==> config.mk <==
export PLATFORM = sky130hd
export DESIGN_NAME = psm_cmd_regs
export DESIGN_NICKNAME = d
export VERILOG_FILES = /design/src/inc/psm_pkg.sv /design/src/inc/pgood_tmr_if.sv /design/src/rtl/pgood_delay_timer.sv /design/src/rtl/psm_cmd_regs.sv
export SDC_FILE = /design/constraint.sdc
export NUM_CORES = 2
export LEC_CHECK = 0
export BUFFER_PORTS_ARGS = -buffer_cell sky130_fd_sc_hd__buf_2
export CAP_MARGIN = 20
export CORE_MARGIN = 3
export CORE_UTILIZATION = 33
export CTS_CLUSTER_SIZE = 8
export DETAILED_ROUTE_END_ITERATION = 8
export PLACE_DENSITY = 0.59
export SLEW_MARGIN = 20
export SYNTH_ARGS = -nofsm -noshare
export SYNTH_HDL_FRONTEND = slang
export SYNTH_SLANG_ARGS = --single-unit
==> constraint.sdc <==
create_clock -name core_clk -period 15.9 [get_ports core_clk]
set_clock_uncertainty 0.2 [all_clocks]
set_input_delay 3.18 -clock core_clk [delete_from_list [all_inputs] [get_ports core_clk]]
set_output_delay 3.18 -clock core_clk [all_outputs]
set_load 0.1 [all_outputs]
==> src/inc/psm_pkg.sv <==
// Constants, command codes and number-format helpers for the manager command block.
// Assumes one 40 MHz core clock and a 200 us step tick from outside.
package psm_pkg;

  localparam int          NCH            = 8;
  localparam int          CLK_MHZ        = 40;

  // Command codes
  localparam logic [7:0]  CMD_CLEAR_FLT  = 8'h03;
  localparam logic [7:0]  CMD_VOUT_MAX   = 8'hDD;
  localparam logic [7:0]  CMD_VIN_MAX    = 8'hDE;
  localparam logic [7:0]  CMD_TEMP_MAX   = 8'hDF;
  localparam logic [7:0]  CMD_DAC_CODE   = 8'hE0;
  localparam logic [7:0]  CMD_PG_DELAY   = 8'hE1;
  localparam logic [7:0]  CMD_PAD_STATE  = 8'hE5;

  // Reset values
  localparam logic [15:0] VOUT_MAX_RST   = 16'hF800;
  localparam logic [15:0] L11_MAX_RST    = 16'h7C00;
  localparam logic [15:0] PG_DELAY_RST   = 16'h0000;
  localparam logic [9:0]  DAC_CODE_RST   = 10'h000;

  // Field layout
  localparam int          DAC_W          = 10;
  localparam int          L11_EXP_LSB    = 11;
  localparam int          L11_SHIFT_BIAS = 16;
  localparam logic [1:0]  DAC_MODE_HARD  = 2'b10;
  localparam logic [1:0]  DAC_MODE_SOFT  = 2'b11;
  localparam logic [1:0]  ASEL_RESERVED  = 2'b01;

  // Delay stepping
  localparam int          STEP_US        = 200;
  localparam int          DELAY_CAP_MS   = 13100;
  localparam logic [15:0] CAP_STEPS      = 16'(DELAY_CAP_MS * 1000 / STEP_US);
  localparam logic [2:0]  MS_TO_STEPS    = 3'(1000 / STEP_US);

  // Linear 11-bit value scaled by 2^16, two's complement
  function automatic logic signed [47:0] l11Value(input logic [15:0] w);
    logic signed [4:0]  e;
    logic signed [47:0] m;
    e = w[15:L11_EXP_LSB];
    m = 48'(signed'(w[L11_EXP_LSB-1:0]));
    l11Value = m <<< (6'(e) + 6'(L11_SHIFT_BIAS));
  endfunction : l11Value

  // Milliseconds in linear 11-bit form to rounded, capped step count
  function automatic logic [15:0] l11ToSteps(input logic [15:0] w);
    logic signed [4:0] e;
    logic [47:0]       v;
    logic [4:0]        sh;
    e  = w[15:L11_EXP_LSB];
    v  = 48'(w[L11_EXP_LSB-1:0]) * 48'(MS_TO_STEPS);
    sh = 5'(-e);
    if (w[L11_EXP_LSB-1]) begin
      v = '0;
    end else if (e >= 0) begin
      v = v << 5'(e);
    end else begin
      v = (v + (48'h1 << (sh - 5'h1))) >> sh;
    end
    l11ToSteps = (v > 48'(CAP_STEPS)) ? CAP_STEPS : v[15:0];
  endfunction : l11ToSteps

endpackage : psm_pkg

==> src/inc/pgood_tmr_if.sv <==
// Link between the command block and one power-good delay timer.
// Assumes both ends share core_clk.
`timescale 1ns/10ps
interface pgood_tmr_if;
  logic        stepTick;
  logic [15:0] limitSteps;
  logic        condGood;
  logic        outGood;

  modport ctrl (output stepTick, output limitSteps, output condGood, input outGood);
  modport tmr  (input stepTick, input limitSteps, input condGood, output outGood);
endinterface : pgood_tmr_if

==> src/rtl/pgood_delay_timer.sv <==
// Delays one channel's power-good by a number of step ticks.
// Assumes stepTick is a one-cycle pulse per 200 us step.
`timescale 1ns/10ps
module pgood_delay_timer (
  input  wire logic core_clk,
  input  wire logic rst,
  pgood_tmr_if.tmr  tmr
);

  typedef enum logic [1:0] {WAIT_COND, COUNTING, ASSERTED} tmr_state_e;

  tmr_state_e  state_r;
  logic [15:0] steps_r;
  logic        good_r;

  assign tmr.outGood = good_r;

  ////////////////////////////////////////////////////////////////////////////
  always_ff @(posedge core_clk) begin
    if (rst) begin
      state_r <= WAIT_COND;
      steps_r <= '0;
      good_r  <= 1'b0;
    end else if (!tmr.condGood) begin
      state_r <= WAIT_COND;
      steps_r <= '0;
      good_r  <= 1'b0;
    end else begin
      unique case (state_r)
        WAIT_COND: begin
          state_r <= COUNTING;
          steps_r <= '0;
        end
        COUNTING: begin
          if (steps_r >= tmr.limitSteps) begin
            state_r <= ASSERTED;
            good_r  <= 1'b1;
          end else if (tmr.stepTick) begin
            steps_r <= steps_r + 16'h0001;
          end
        end
        ASSERTED: good_r <= 1'b1;
      endcase
    end
  end

endmodule : pgood_delay_timer

==> src/rtl/psm_cmd_regs.sv <==
// Command registers: peak records, manual DAC code, power-good delay, pad readback.
// Assumes a command decoder hands over one command per cycle with page already resolved,
// and that ADC, comparator and sequencer results arrive synchronous to core_clk.
`timescale 1ns/10ps

// Operation
// - Each channel keeps its highest measured output voltage, 16-bit linear form.
// - Output peak resets to F800 on reset, page clear, channel turning on.
// - Keep highest measured input voltage as linear 11-bit word.
// - Input peak resets to 7C00 on reset, any clear, any channel turning on.
// - Keep highest measured die temperature as linear 11-bit word.
// - Temperature peak resets to 7C00 on reset, any clear, any turn-on.
// - DAC register: 10-bit code low, upper six bits read zero.
// - DAC code write taken only when on, rise done, mode 10b/11b.
// - Mode becoming 10b hard-connects DAC using held code.
// - Mode becoming 11b starts a soft connect instead.
// - After soft connect, code reads the value that connected cleanly.
// - DAC code writes ignored while mode is 00b or 01b.
// - Power-good output asserts a programmed delay after internal condition valid.
// - Delay given in ms, rounded to 200 us steps, capped 13.1 s.
// - Delay reads back exactly as last written.
// - Off-source bit 1: drop power-good from fast undervoltage comparator.
// - Off-source bit 0: drop power-good from slow polled threshold.
// - Pad readback is read-only; low ten bits are raw pins.
// - Bit 15 zero while pulling power-good low; bit 14 same for alert.
// - Bits 13..10 zero while driving fault-share pins 3..0 low.
// - Address pins as 2-bit codes in 9:8 and 7:6.
// - Bits 5,4 give raw levels of channel-control pins.
// - Bits 3..0 give raw levels of fault-share pins.
module psm_cmd_regs (
  input  wire logic                                      core_clk,
  input  wire logic                                      rst,
  // Command port
  input  wire logic                                      cmdValid,
  input  wire logic                                      cmdWrite,
  input  wire logic [7:0]                                cmdCode,
  input  wire logic [2:0]                                cmdPage,
  input  wire logic [15:0]                               cmdWdata,
  output logic      [15:0]                               rdData_r,
  output logic                                           rdValid_r,
  output logic                                           cmdUnknown_r,
  // Telemetry
  input  wire logic                                      voutValid,
  input  wire logic [2:0]                                voutChan,
  input  wire logic [15:0]                               voutData,
  input  wire logic                                      vinValid,
  input  wire logic [15:0]                               vinData,
  input  wire logic                                      tempValid,
  input  wire logic [15:0]                               tempData,
  input  wire logic [3:0]                                oddMeasCurrent,
  // Channel state and configuration
  input  wire logic [psm_pkg::NCH-1:0]                   chanOn,
  input  wire logic [psm_pkg::NCH-1:0]                   riseDone,
  input  wire logic [psm_pkg::NCH-1:0][1:0]              dacMode,
  input  wire logic [psm_pkg::NCH-1:0]                   softDone,
  input  wire logic [psm_pkg::NCH-1:0][psm_pkg::DAC_W-1:0] softCode,
  output logic      [psm_pkg::NCH-1:0][psm_pkg::DAC_W-1:0] dacCode_r,
  output logic      [psm_pkg::NCH-1:0]                   dacHardConnect_r,
  output logic      [psm_pkg::NCH-1:0]                   dacSoftConnect_r,
  // Power good
  input  wire logic                                      shareClkPresent,
  input  wire logic                                      shareStepTick,
  input  wire logic                                      oscStepTick,
  input  wire logic [psm_pkg::NCH-1:0]                   pgoodOnCond,
  input  wire logic [psm_pkg::NCH-1:0]                   pgoodOffSourceSel,
  input  wire logic [psm_pkg::NCH-1:0]                   uvFastComp,
  input  wire logic [psm_pkg::NCH-1:0]                   pgoodOffPolled,
  output logic      [psm_pkg::NCH-1:0]                   pgoodChan_r,
  output logic                                           pgoodPinOut_r,
  output logic                                           pgoodPinOe_r,
  // Pads
  input  wire logic                                      alertDriveLow,
  input  wire logic [3:0]                                faultShareDriveLow,
  input  wire logic [1:0]                                addrSelectPinA,
  input  wire logic [1:0]                                addrSelectPinB,
  input  wire logic                                      chanCtrlPinA,
  input  wire logic                                      chanCtrlPinB,
  input  wire logic [3:0]                                faultSharePinN
);

  localparam int NCH = psm_pkg::NCH;

  logic [NCH-1:0][15:0] voutMax_r;
  logic [15:0]          vinMax_r;
  logic [15:0]          tempMax_r;
  logic [NCH-1:0][15:0] pgDelay_r;
  logic [NCH-1:0][15:0] pgSteps_r;
  logic [NCH-1:0][1:0]  dacModePrev_r;
  logic [NCH-1:0]       chanOnPrev_r;
  logic [NCH-1:0]       pgoodInt_r;
  logic [NCH-1:0]       tmrGood;
  logic [NCH-1:0]       turnOn;
  logic [NCH-1:0]       voutRearm;
  logic                 anyTurnOn;
  logic                 clearAny;
  logic                 isWrite;
  logic                 isRead;
  logic                 stepTick;
  logic [15:0]          padWord;
  logic [15:0]          rdData_nxt;
  logic                 known_nxt;

  ////////////////////////////////////////////////////////////////////////////
  // Command decode and events
  assign isWrite   = cmdValid && cmdWrite;
  assign isRead    = cmdValid && !cmdWrite;
  assign clearAny  = isWrite && (cmdCode == psm_pkg::CMD_CLEAR_FLT);
  assign turnOn    = chanOn & ~chanOnPrev_r;
  assign anyTurnOn = |turnOn;
  assign stepTick  = shareClkPresent ? shareStepTick : oscStepTick;

  always_ff @(posedge core_clk) begin
    if (rst) begin
      chanOnPrev_r  <= '0;
      dacModePrev_r <= '0;
    end else begin
      chanOnPrev_r  <= chanOn;
      dacModePrev_r <= dacMode;
    end
  end

  ////////////////////////////////////////////////////////////////////////////
  // Output voltage peaks, one per channel
  genvar ch;
  generate
    for (ch = 0; ch < NCH; ch++) begin : g_chan
      logic measCurrent;
      logic voutHit;
      logic pageClear;
      logic dacWrOk;
      pgood_tmr_if tmrLink ();

      assign measCurrent = (ch % 2 == 1) && oddMeasCurrent[ch / 2];
      assign voutHit     = voutValid && (voutChan == 3'(ch)) && !measCurrent;
      assign pageClear   = clearAny && (cmdPage == 3'(ch));
      assign voutRearm[ch] = voutMax_r[ch] == psm_pkg::VOUT_MAX_RST;

      always_ff @(posedge core_clk) begin
        if (rst) begin
          voutMax_r[ch] <= psm_pkg::VOUT_MAX_RST;
        end else if (pageClear || turnOn[ch]) begin
          voutMax_r[ch] <= psm_pkg::VOUT_MAX_RST;
        end else if (voutHit && (voutRearm[ch] || voutData > voutMax_r[ch])) begin
          voutMax_r[ch] <= voutData;
        end
      end

      //////////////////////////////////////////////////////////////////////
      // Manual DAC code and connect requests
      assign dacWrOk = isWrite && (cmdCode == psm_pkg::CMD_DAC_CODE) && (cmdPage == 3'(ch))
                       && chanOn[ch] && riseDone[ch] && dacMode[ch][1];

      always_ff @(posedge core_clk) begin
        if (rst) begin
          dacCode_r[ch] <= psm_pkg::DAC_CODE_RST;
        end else if (softDone[ch] && dacMode[ch] == psm_pkg::DAC_MODE_SOFT) begin
          dacCode_r[ch] <= softCode[ch];
        end else if (dacWrOk) begin
          dacCode_r[ch] <= cmdWdata[psm_pkg::DAC_W-1:0];
        end
      end

      always_ff @(posedge core_clk) begin
        if (rst) begin
          dacHardConnect_r[ch] <= 1'b0;
          dacSoftConnect_r[ch] <= 1'b0;
        end else begin
          dacHardConnect_r[ch] <= (dacMode[ch] == psm_pkg::DAC_MODE_HARD)
                                  && (dacModePrev_r[ch] != psm_pkg::DAC_MODE_HARD);
          dacSoftConnect_r[ch] <= (dacMode[ch] == psm_pkg::DAC_MODE_SOFT)
                                  && (dacModePrev_r[ch] != psm_pkg::DAC_MODE_SOFT);
        end
      end

      //////////////////////////////////////////////////////////////////////
      // Power-good delay setting
      always_ff @(posedge core_clk) begin
        if (rst) begin
          pgDelay_r[ch] <= psm_pkg::PG_DELAY_RST;
          pgSteps_r[ch] <= psm_pkg::l11ToSteps(psm_pkg::PG_DELAY_RST);
        end else if (isWrite && cmdCode == psm_pkg::CMD_PG_DELAY && cmdPage == 3'(ch)) begin
          pgDelay_r[ch] <= cmdWdata;
          pgSteps_r[ch] <= psm_pkg::l11ToSteps(cmdWdata);
        end
      end

      // Internal condition: set by on-condition, dropped by the selected source
      always_ff @(posedge core_clk) begin
        if (rst) begin
          pgoodInt_r[ch] <= 1'b0;
        end else if (!chanOn[ch]) begin
          pgoodInt_r[ch] <= 1'b0;
        end else if (pgoodOffSourceSel[ch] ? uvFastComp[ch] : pgoodOffPolled[ch]) begin
          pgoodInt_r[ch] <= 1'b0;
        end else if (pgoodOnCond[ch]) begin
          pgoodInt_r[ch] <= 1'b1;
        end
      end

      assign tmrLink.stepTick   = stepTick;
      assign tmrLink.limitSteps = pgSteps_r[ch];
      assign tmrLink.condGood   = pgoodInt_r[ch];
      assign tmrGood[ch]        = tmrLink.outGood;

      pgood_delay_timer u_tmr (
        .core_clk (core_clk),
        .rst      (rst),
        .tmr      (tmrLink.tmr)
      );
    end
  endgenerate

  ////////////////////////////////////////////////////////////////////////////
  // Input voltage and die temperature peaks
  always_ff @(posedge core_clk) begin
    if (rst) begin
      vinMax_r <= psm_pkg::L11_MAX_RST;
    end else if (clearAny || anyTurnOn) begin
      vinMax_r <= psm_pkg::L11_MAX_RST;
    end else if (vinValid && psm_pkg::l11Value(vinData) > psm_pkg::l11Value(vinMax_r)) begin
      vinMax_r <= vinData;
    end
  end

  always_ff @(posedge core_clk) begin
    if (rst) begin
      tempMax_r <= psm_pkg::L11_MAX_RST;
    end else if (clearAny || anyTurnOn) begin
      tempMax_r <= psm_pkg::L11_MAX_RST;
    end else if (tempValid && psm_pkg::l11Value(tempData) > psm_pkg::l11Value(tempMax_r)) begin
      tempMax_r <= tempData;
    end
  end

  ////////////////////////////////////////////////////////////////////////////
  // Power-good outputs and open-drain pin
  always_ff @(posedge core_clk) begin
    if (rst) begin
      pgoodChan_r   <= '0;
      pgoodPinOut_r <= 1'b0;
      pgoodPinOe_r  <= 1'b1;
    end else begin
      pgoodChan_r   <= tmrGood;
      pgoodPinOut_r <= 1'b0;
      pgoodPinOe_r  <= !(&tmrGood);
    end
  end

  ////////////////////////////////////////////////////////////////////////////
  // Pad readback, raw pins ahead of any filtering
  assign padWord = {!pgoodPinOe_r,
                    !alertDriveLow,
                    ~faultShareDriveLow,
                    addrSelectPinB,
                    addrSelectPinA,
                    chanCtrlPinB,
                    chanCtrlPinA,
                    faultSharePinN};

  ////////////////////////////////////////////////////////////////////////////
  // Read multiplexer
  always_comb begin
    rdData_nxt = 16'h0000;
    known_nxt  = 1'b1;
    unique case (cmdCode)
      psm_pkg::CMD_VOUT_MAX:  rdData_nxt = voutMax_r[cmdPage];
      psm_pkg::CMD_VIN_MAX:   rdData_nxt = vinMax_r;
      psm_pkg::CMD_TEMP_MAX:  rdData_nxt = tempMax_r;
      psm_pkg::CMD_DAC_CODE:  rdData_nxt = 16'(dacCode_r[cmdPage]);
      psm_pkg::CMD_PG_DELAY:  rdData_nxt = pgDelay_r[cmdPage];
      psm_pkg::CMD_PAD_STATE: rdData_nxt = padWord;
      psm_pkg::CMD_CLEAR_FLT: known_nxt  = cmdWrite;
      default:                known_nxt  = 1'b0;
    endcase
  end

  always_ff @(posedge core_clk) begin
    if (rst) begin
      rdData_r     <= 16'h0000;
      rdValid_r    <= 1'b0;
      cmdUnknown_r <= 1'b0;
    end else begin
      rdValid_r    <= isRead && known_nxt;
      cmdUnknown_r <= cmdValid && (!known_nxt || (cmdWrite && cmdCode != psm_pkg::CMD_CLEAR_FLT
                      && cmdCode != psm_pkg::CMD_DAC_CODE && cmdCode != psm_pkg::CMD_PG_DELAY));
      if (isRead) begin
        rdData_r <= known_nxt ? rdData_nxt : 16'h0000;
      end
    end
  end

endmodule : psm_cmd_regs

==> results.toml <==
[sta]
layout_worst_path_cycle_share_pct = 68.8
rsz0062_at_grt = "no"
fmax_ghz = 0.0914
period_needed_ns = 10.94
relSlewSlack_pct = 17.4
setup_ws_ns = 4.96
maxSlewViolCount = 0
hold_viol = 0
tightest_slew_ns = 1.23
setup_tns_ns = 0
setup_violations = 0

[worst_hold_path]
holdPathEnd = "pgDelay_r[32]"
holdPathStages = 2
hold_start = "pgDelay_r[32]"
min_path_type = "register to register"

[layout]
layout_commonest_cell = "dfxtp_1"
drive_gt1_share_pct = 13.3
syn_to_final_growth_pct = 13.1
fin_nets = 6709
fillers = 14900
mostFrequentLayoutCells = "dfxtp_1 (723), nor2_1 (593), nand2_1 (579)"

[logic_synthesis]
synthFlopType = "dfxtp_1"
async_reset_ff_share_pct = 0
synth_seq_area_share_pct = 29.8
syn-num-nets = 6533
ys_ff_latch = 723
synth_warnings = 0
syn-instance-count = 5884
synth_edf_count = 0
ys_types = 113
syn_area_sq_um = 48500
avgSynthCellArea_sq_um = 8.25

[clocking]
clk_pin_slew_worst_paths_ns = 0.05
cts_resized = 0
cts_buffer_depth = 3
insertion_delay_ns = 0.70
cts_tree = "yes"
clockRootBuffer = "clkbuf_16"
clock_sinks = 723
hold_buffers = 0
cts_buffers = 102
post_cts.repair.setup_buffers = 0
cts_max_level = 3

[critical_path]
regToRegStartpoint = "tempMax_r[12]"
cp_data_arrival_time_ns = 11.36
worstSetupEndpointType = "register"
r2r_cells = 18
r2r_slack_ns = 10.15
required_ns = 16.32
crit_fanout = 75
crit_type = "input pin to register"
reg2reg_to = "tempMax_r[10]"
startpoint_type = "input pin"

[placed_design]
pre_cts_slack_ns = 4.39
dpl.hpwl_mm = 135
port_buffers = 381
place.gp.congestion = 0.938

[global_routing]
track_usage_pct = 22.9
grt_pass1_vias = 42800
gr-total-overflow = 0
grt_pass1_wl_mm = 270
grt_max_degree = 166
antenna_found_initial = 14

[floorplanning]
io_pins = 383
dieHeight_um = 389
start_util_pct = 33.3
die_x_um = 389
core_sq_um = 146000
die-area_sq_um = 152000
rows = 140

[pwr]
leakage_uw = 0.0216
irDropWorstVdd_mv = 0.0852
powerDensity_nw_per_um2 = 85.7

[drt]
drc_errors = 0
drtPass1Iterations = 6
drt.antenna.violating_nets = 0
wl_mm = 180
avgViaCountPerCell = 5.70
drt_first_iter_violations = 4636
vias = 45600
wl_per_cell_um = 22.5

[job]
drv_cap = 0

[status]
outcome = "complete, no violations"
==> where the power goes <==
group | internal, uW | switching, uW
Sequential | 1840 | 21.1
Clock | 1180 | 830
Combinational | 260 | 577
==> synthesized netlist by cell type (26+ instances only) <==
cell | number | area [sq um]
buf_1 | 37 | 139
or3_1 | 80 | 500
dfxtp_1 | 723 | 14500
nand2_1 | 580 | 2180
o211ai_1 | 29 | 218
a211oi_1 | 151 | 1130
a21o_1 | 158 | 1190
a21boi_0 | 43 | 323
mux2i_1 | 301 | 3010
nor2b_1 | 107 | 669
xor2_1 | 45 | 394
o31ai_1 | 43 | 323
nand4_1 | 96 | 601
nand3_1 | 138 | 691
nand2b_1 | 56 | 350
clkbuf_1 | 315 | 1180
nor4_1 | 58 | 363
a22oi_1 | 33 | 248
nor3_1 | 86 | 430
and3_1 | 55 | 344
inv_1 | 321 | 1200
nor2_1 | 598 | 2240
a31oi_1 | 28 | 175
a211o_1 | 37 | 324
nor3b_1 | 26 | 195
ha_1 | 388 | 4850
o21ai_0 | 268 | 1340
o21a_1 | 97 | 728
xnor2_1 | 66 | 578
and2_1 | 37 | 231
a21oi_1 | 361 | 1810
mux2_2 | 37 | 417
mux4_2 | 98 | 2210
==> sequential cells by signal, indices dropped and copies added (netlist names), 16 cells and up <==
register / count
pgDelay_r: 128
vinMax_r: 16
tempMax_r: 16
g_chan.u_tmr.state_r: 16
g_chan.tmrLink.limitSteps: 128
voutMax_r: 128
rdData_r: 16
dacCode_r: 80
g_chan.u_tmr.steps_r: 128
dacModePrev_r: 16
==> critical path: stages <==
cell       delay (ns)
buf_2            0.08
buf_4            0.63
inv_1            0.68
ha_1             1.15
nand2b_1         0.15
a2111oi_0        0.60
a211oi_1         0.11
buf_4            0.21
nor2_1           0.21
and2_1           0.16
ha_1             0.17
inv_1            0.06
fa_1             0.39
nand2b_1         0.18
a21oi_1          0.22
o211ai_1         0.20
o21ai_0          0.52
a21oi_1          0.29
a21oi_1          0.24
nor3_1           0.11
nor4_2           0.47
o2111ai_1        0.25
nor4_4           0.60
nor3_4           0.21
a211oi_2         0.25
==> worst max path at each step <==
stage,from,cells after the start,slack [ns],endpoint
2_1_floorplan,cmdWdata[11],27,6.77,g_chan[0].tmrLink.limitSteps[2]
3_3_place_gp,cmdWdata[11],25,4.51,g_chan[0].tmrLink.limitSteps[4]
3_5_place_dp,cmdWdata[11],25,4.39,g_chan[0].tmrLink.limitSteps[4]
4_1_cts,cmdWdata[11],25,5.12,g_chan[1].tmrLink.limitSteps[4]
5_1_grt,cmdWdata[11],25,4.34,g_chan[0].tmrLink.limitSteps[4]
6_report,cmdWdata[11],25,4.96,g_chan[0].tmrLink.limitSteps[4]
==> metal layers <==
| metal | track usage, % | wire length, um | share of wire (%) | up-vias |
|---|---|---|---|---|
| met4 | 7.07 | 5650 | 3.1 | 8 |
| met3 | 4.33 | 15000 | 8.4 | 312 |
| met5 | 0 | 50 | 0.028 | - |
| li1 | - | - | - | 21600 |
| met2 | 36.0 | 79500 | 44 | 1773 |
| met1 | 31.6 | 79700 | 44 | 21900 |
==> metrics by stage <==
stage	instance area (sq um)	hold slack (ns)	util (%)	total power [uW]	cells
after floorplan	48500	0.232	-	2440	5884
after global placement	52000	0.235	35.6	2710	7870
after detailed placement	52000	0.242	35.7	2710	7871
after CTS	54800	0.251	37.6	4730	7988
after global routing	54900	0.264	37.6	4870	7992
final	54900	0.251	37.6	4700	7997
==> layout make-up <==
cell class	instances	area (sq um)	share of cell area, %
multi-input combinational	4457	31500	57.4
sequential	723	14500	26.4
clock buffer	110	2660	4.84
timing repair buffer	447	2480	4.52
tap	1917	2400	4.37
inverter	329	1230	2.25
clock inverter	7	129	0.235
antenna	7	17.5	0.0319
==> cells by family after synthesis <==
family                     after synthesis  share of synthesized area (%)
other                                    1                        0.00773
buffers and inverters                  704                           5.55
muxes                                  438                           11.7
xor gates and xnor gates               114                           2.10
and+or+nand+nor                       1985                           19.4
adders and majority gates              390                           10.1
AOI/OAI and AO/OA                     1529                           21.4
DFF                                    723                           29.8
(Power assumes the default switching activity.)
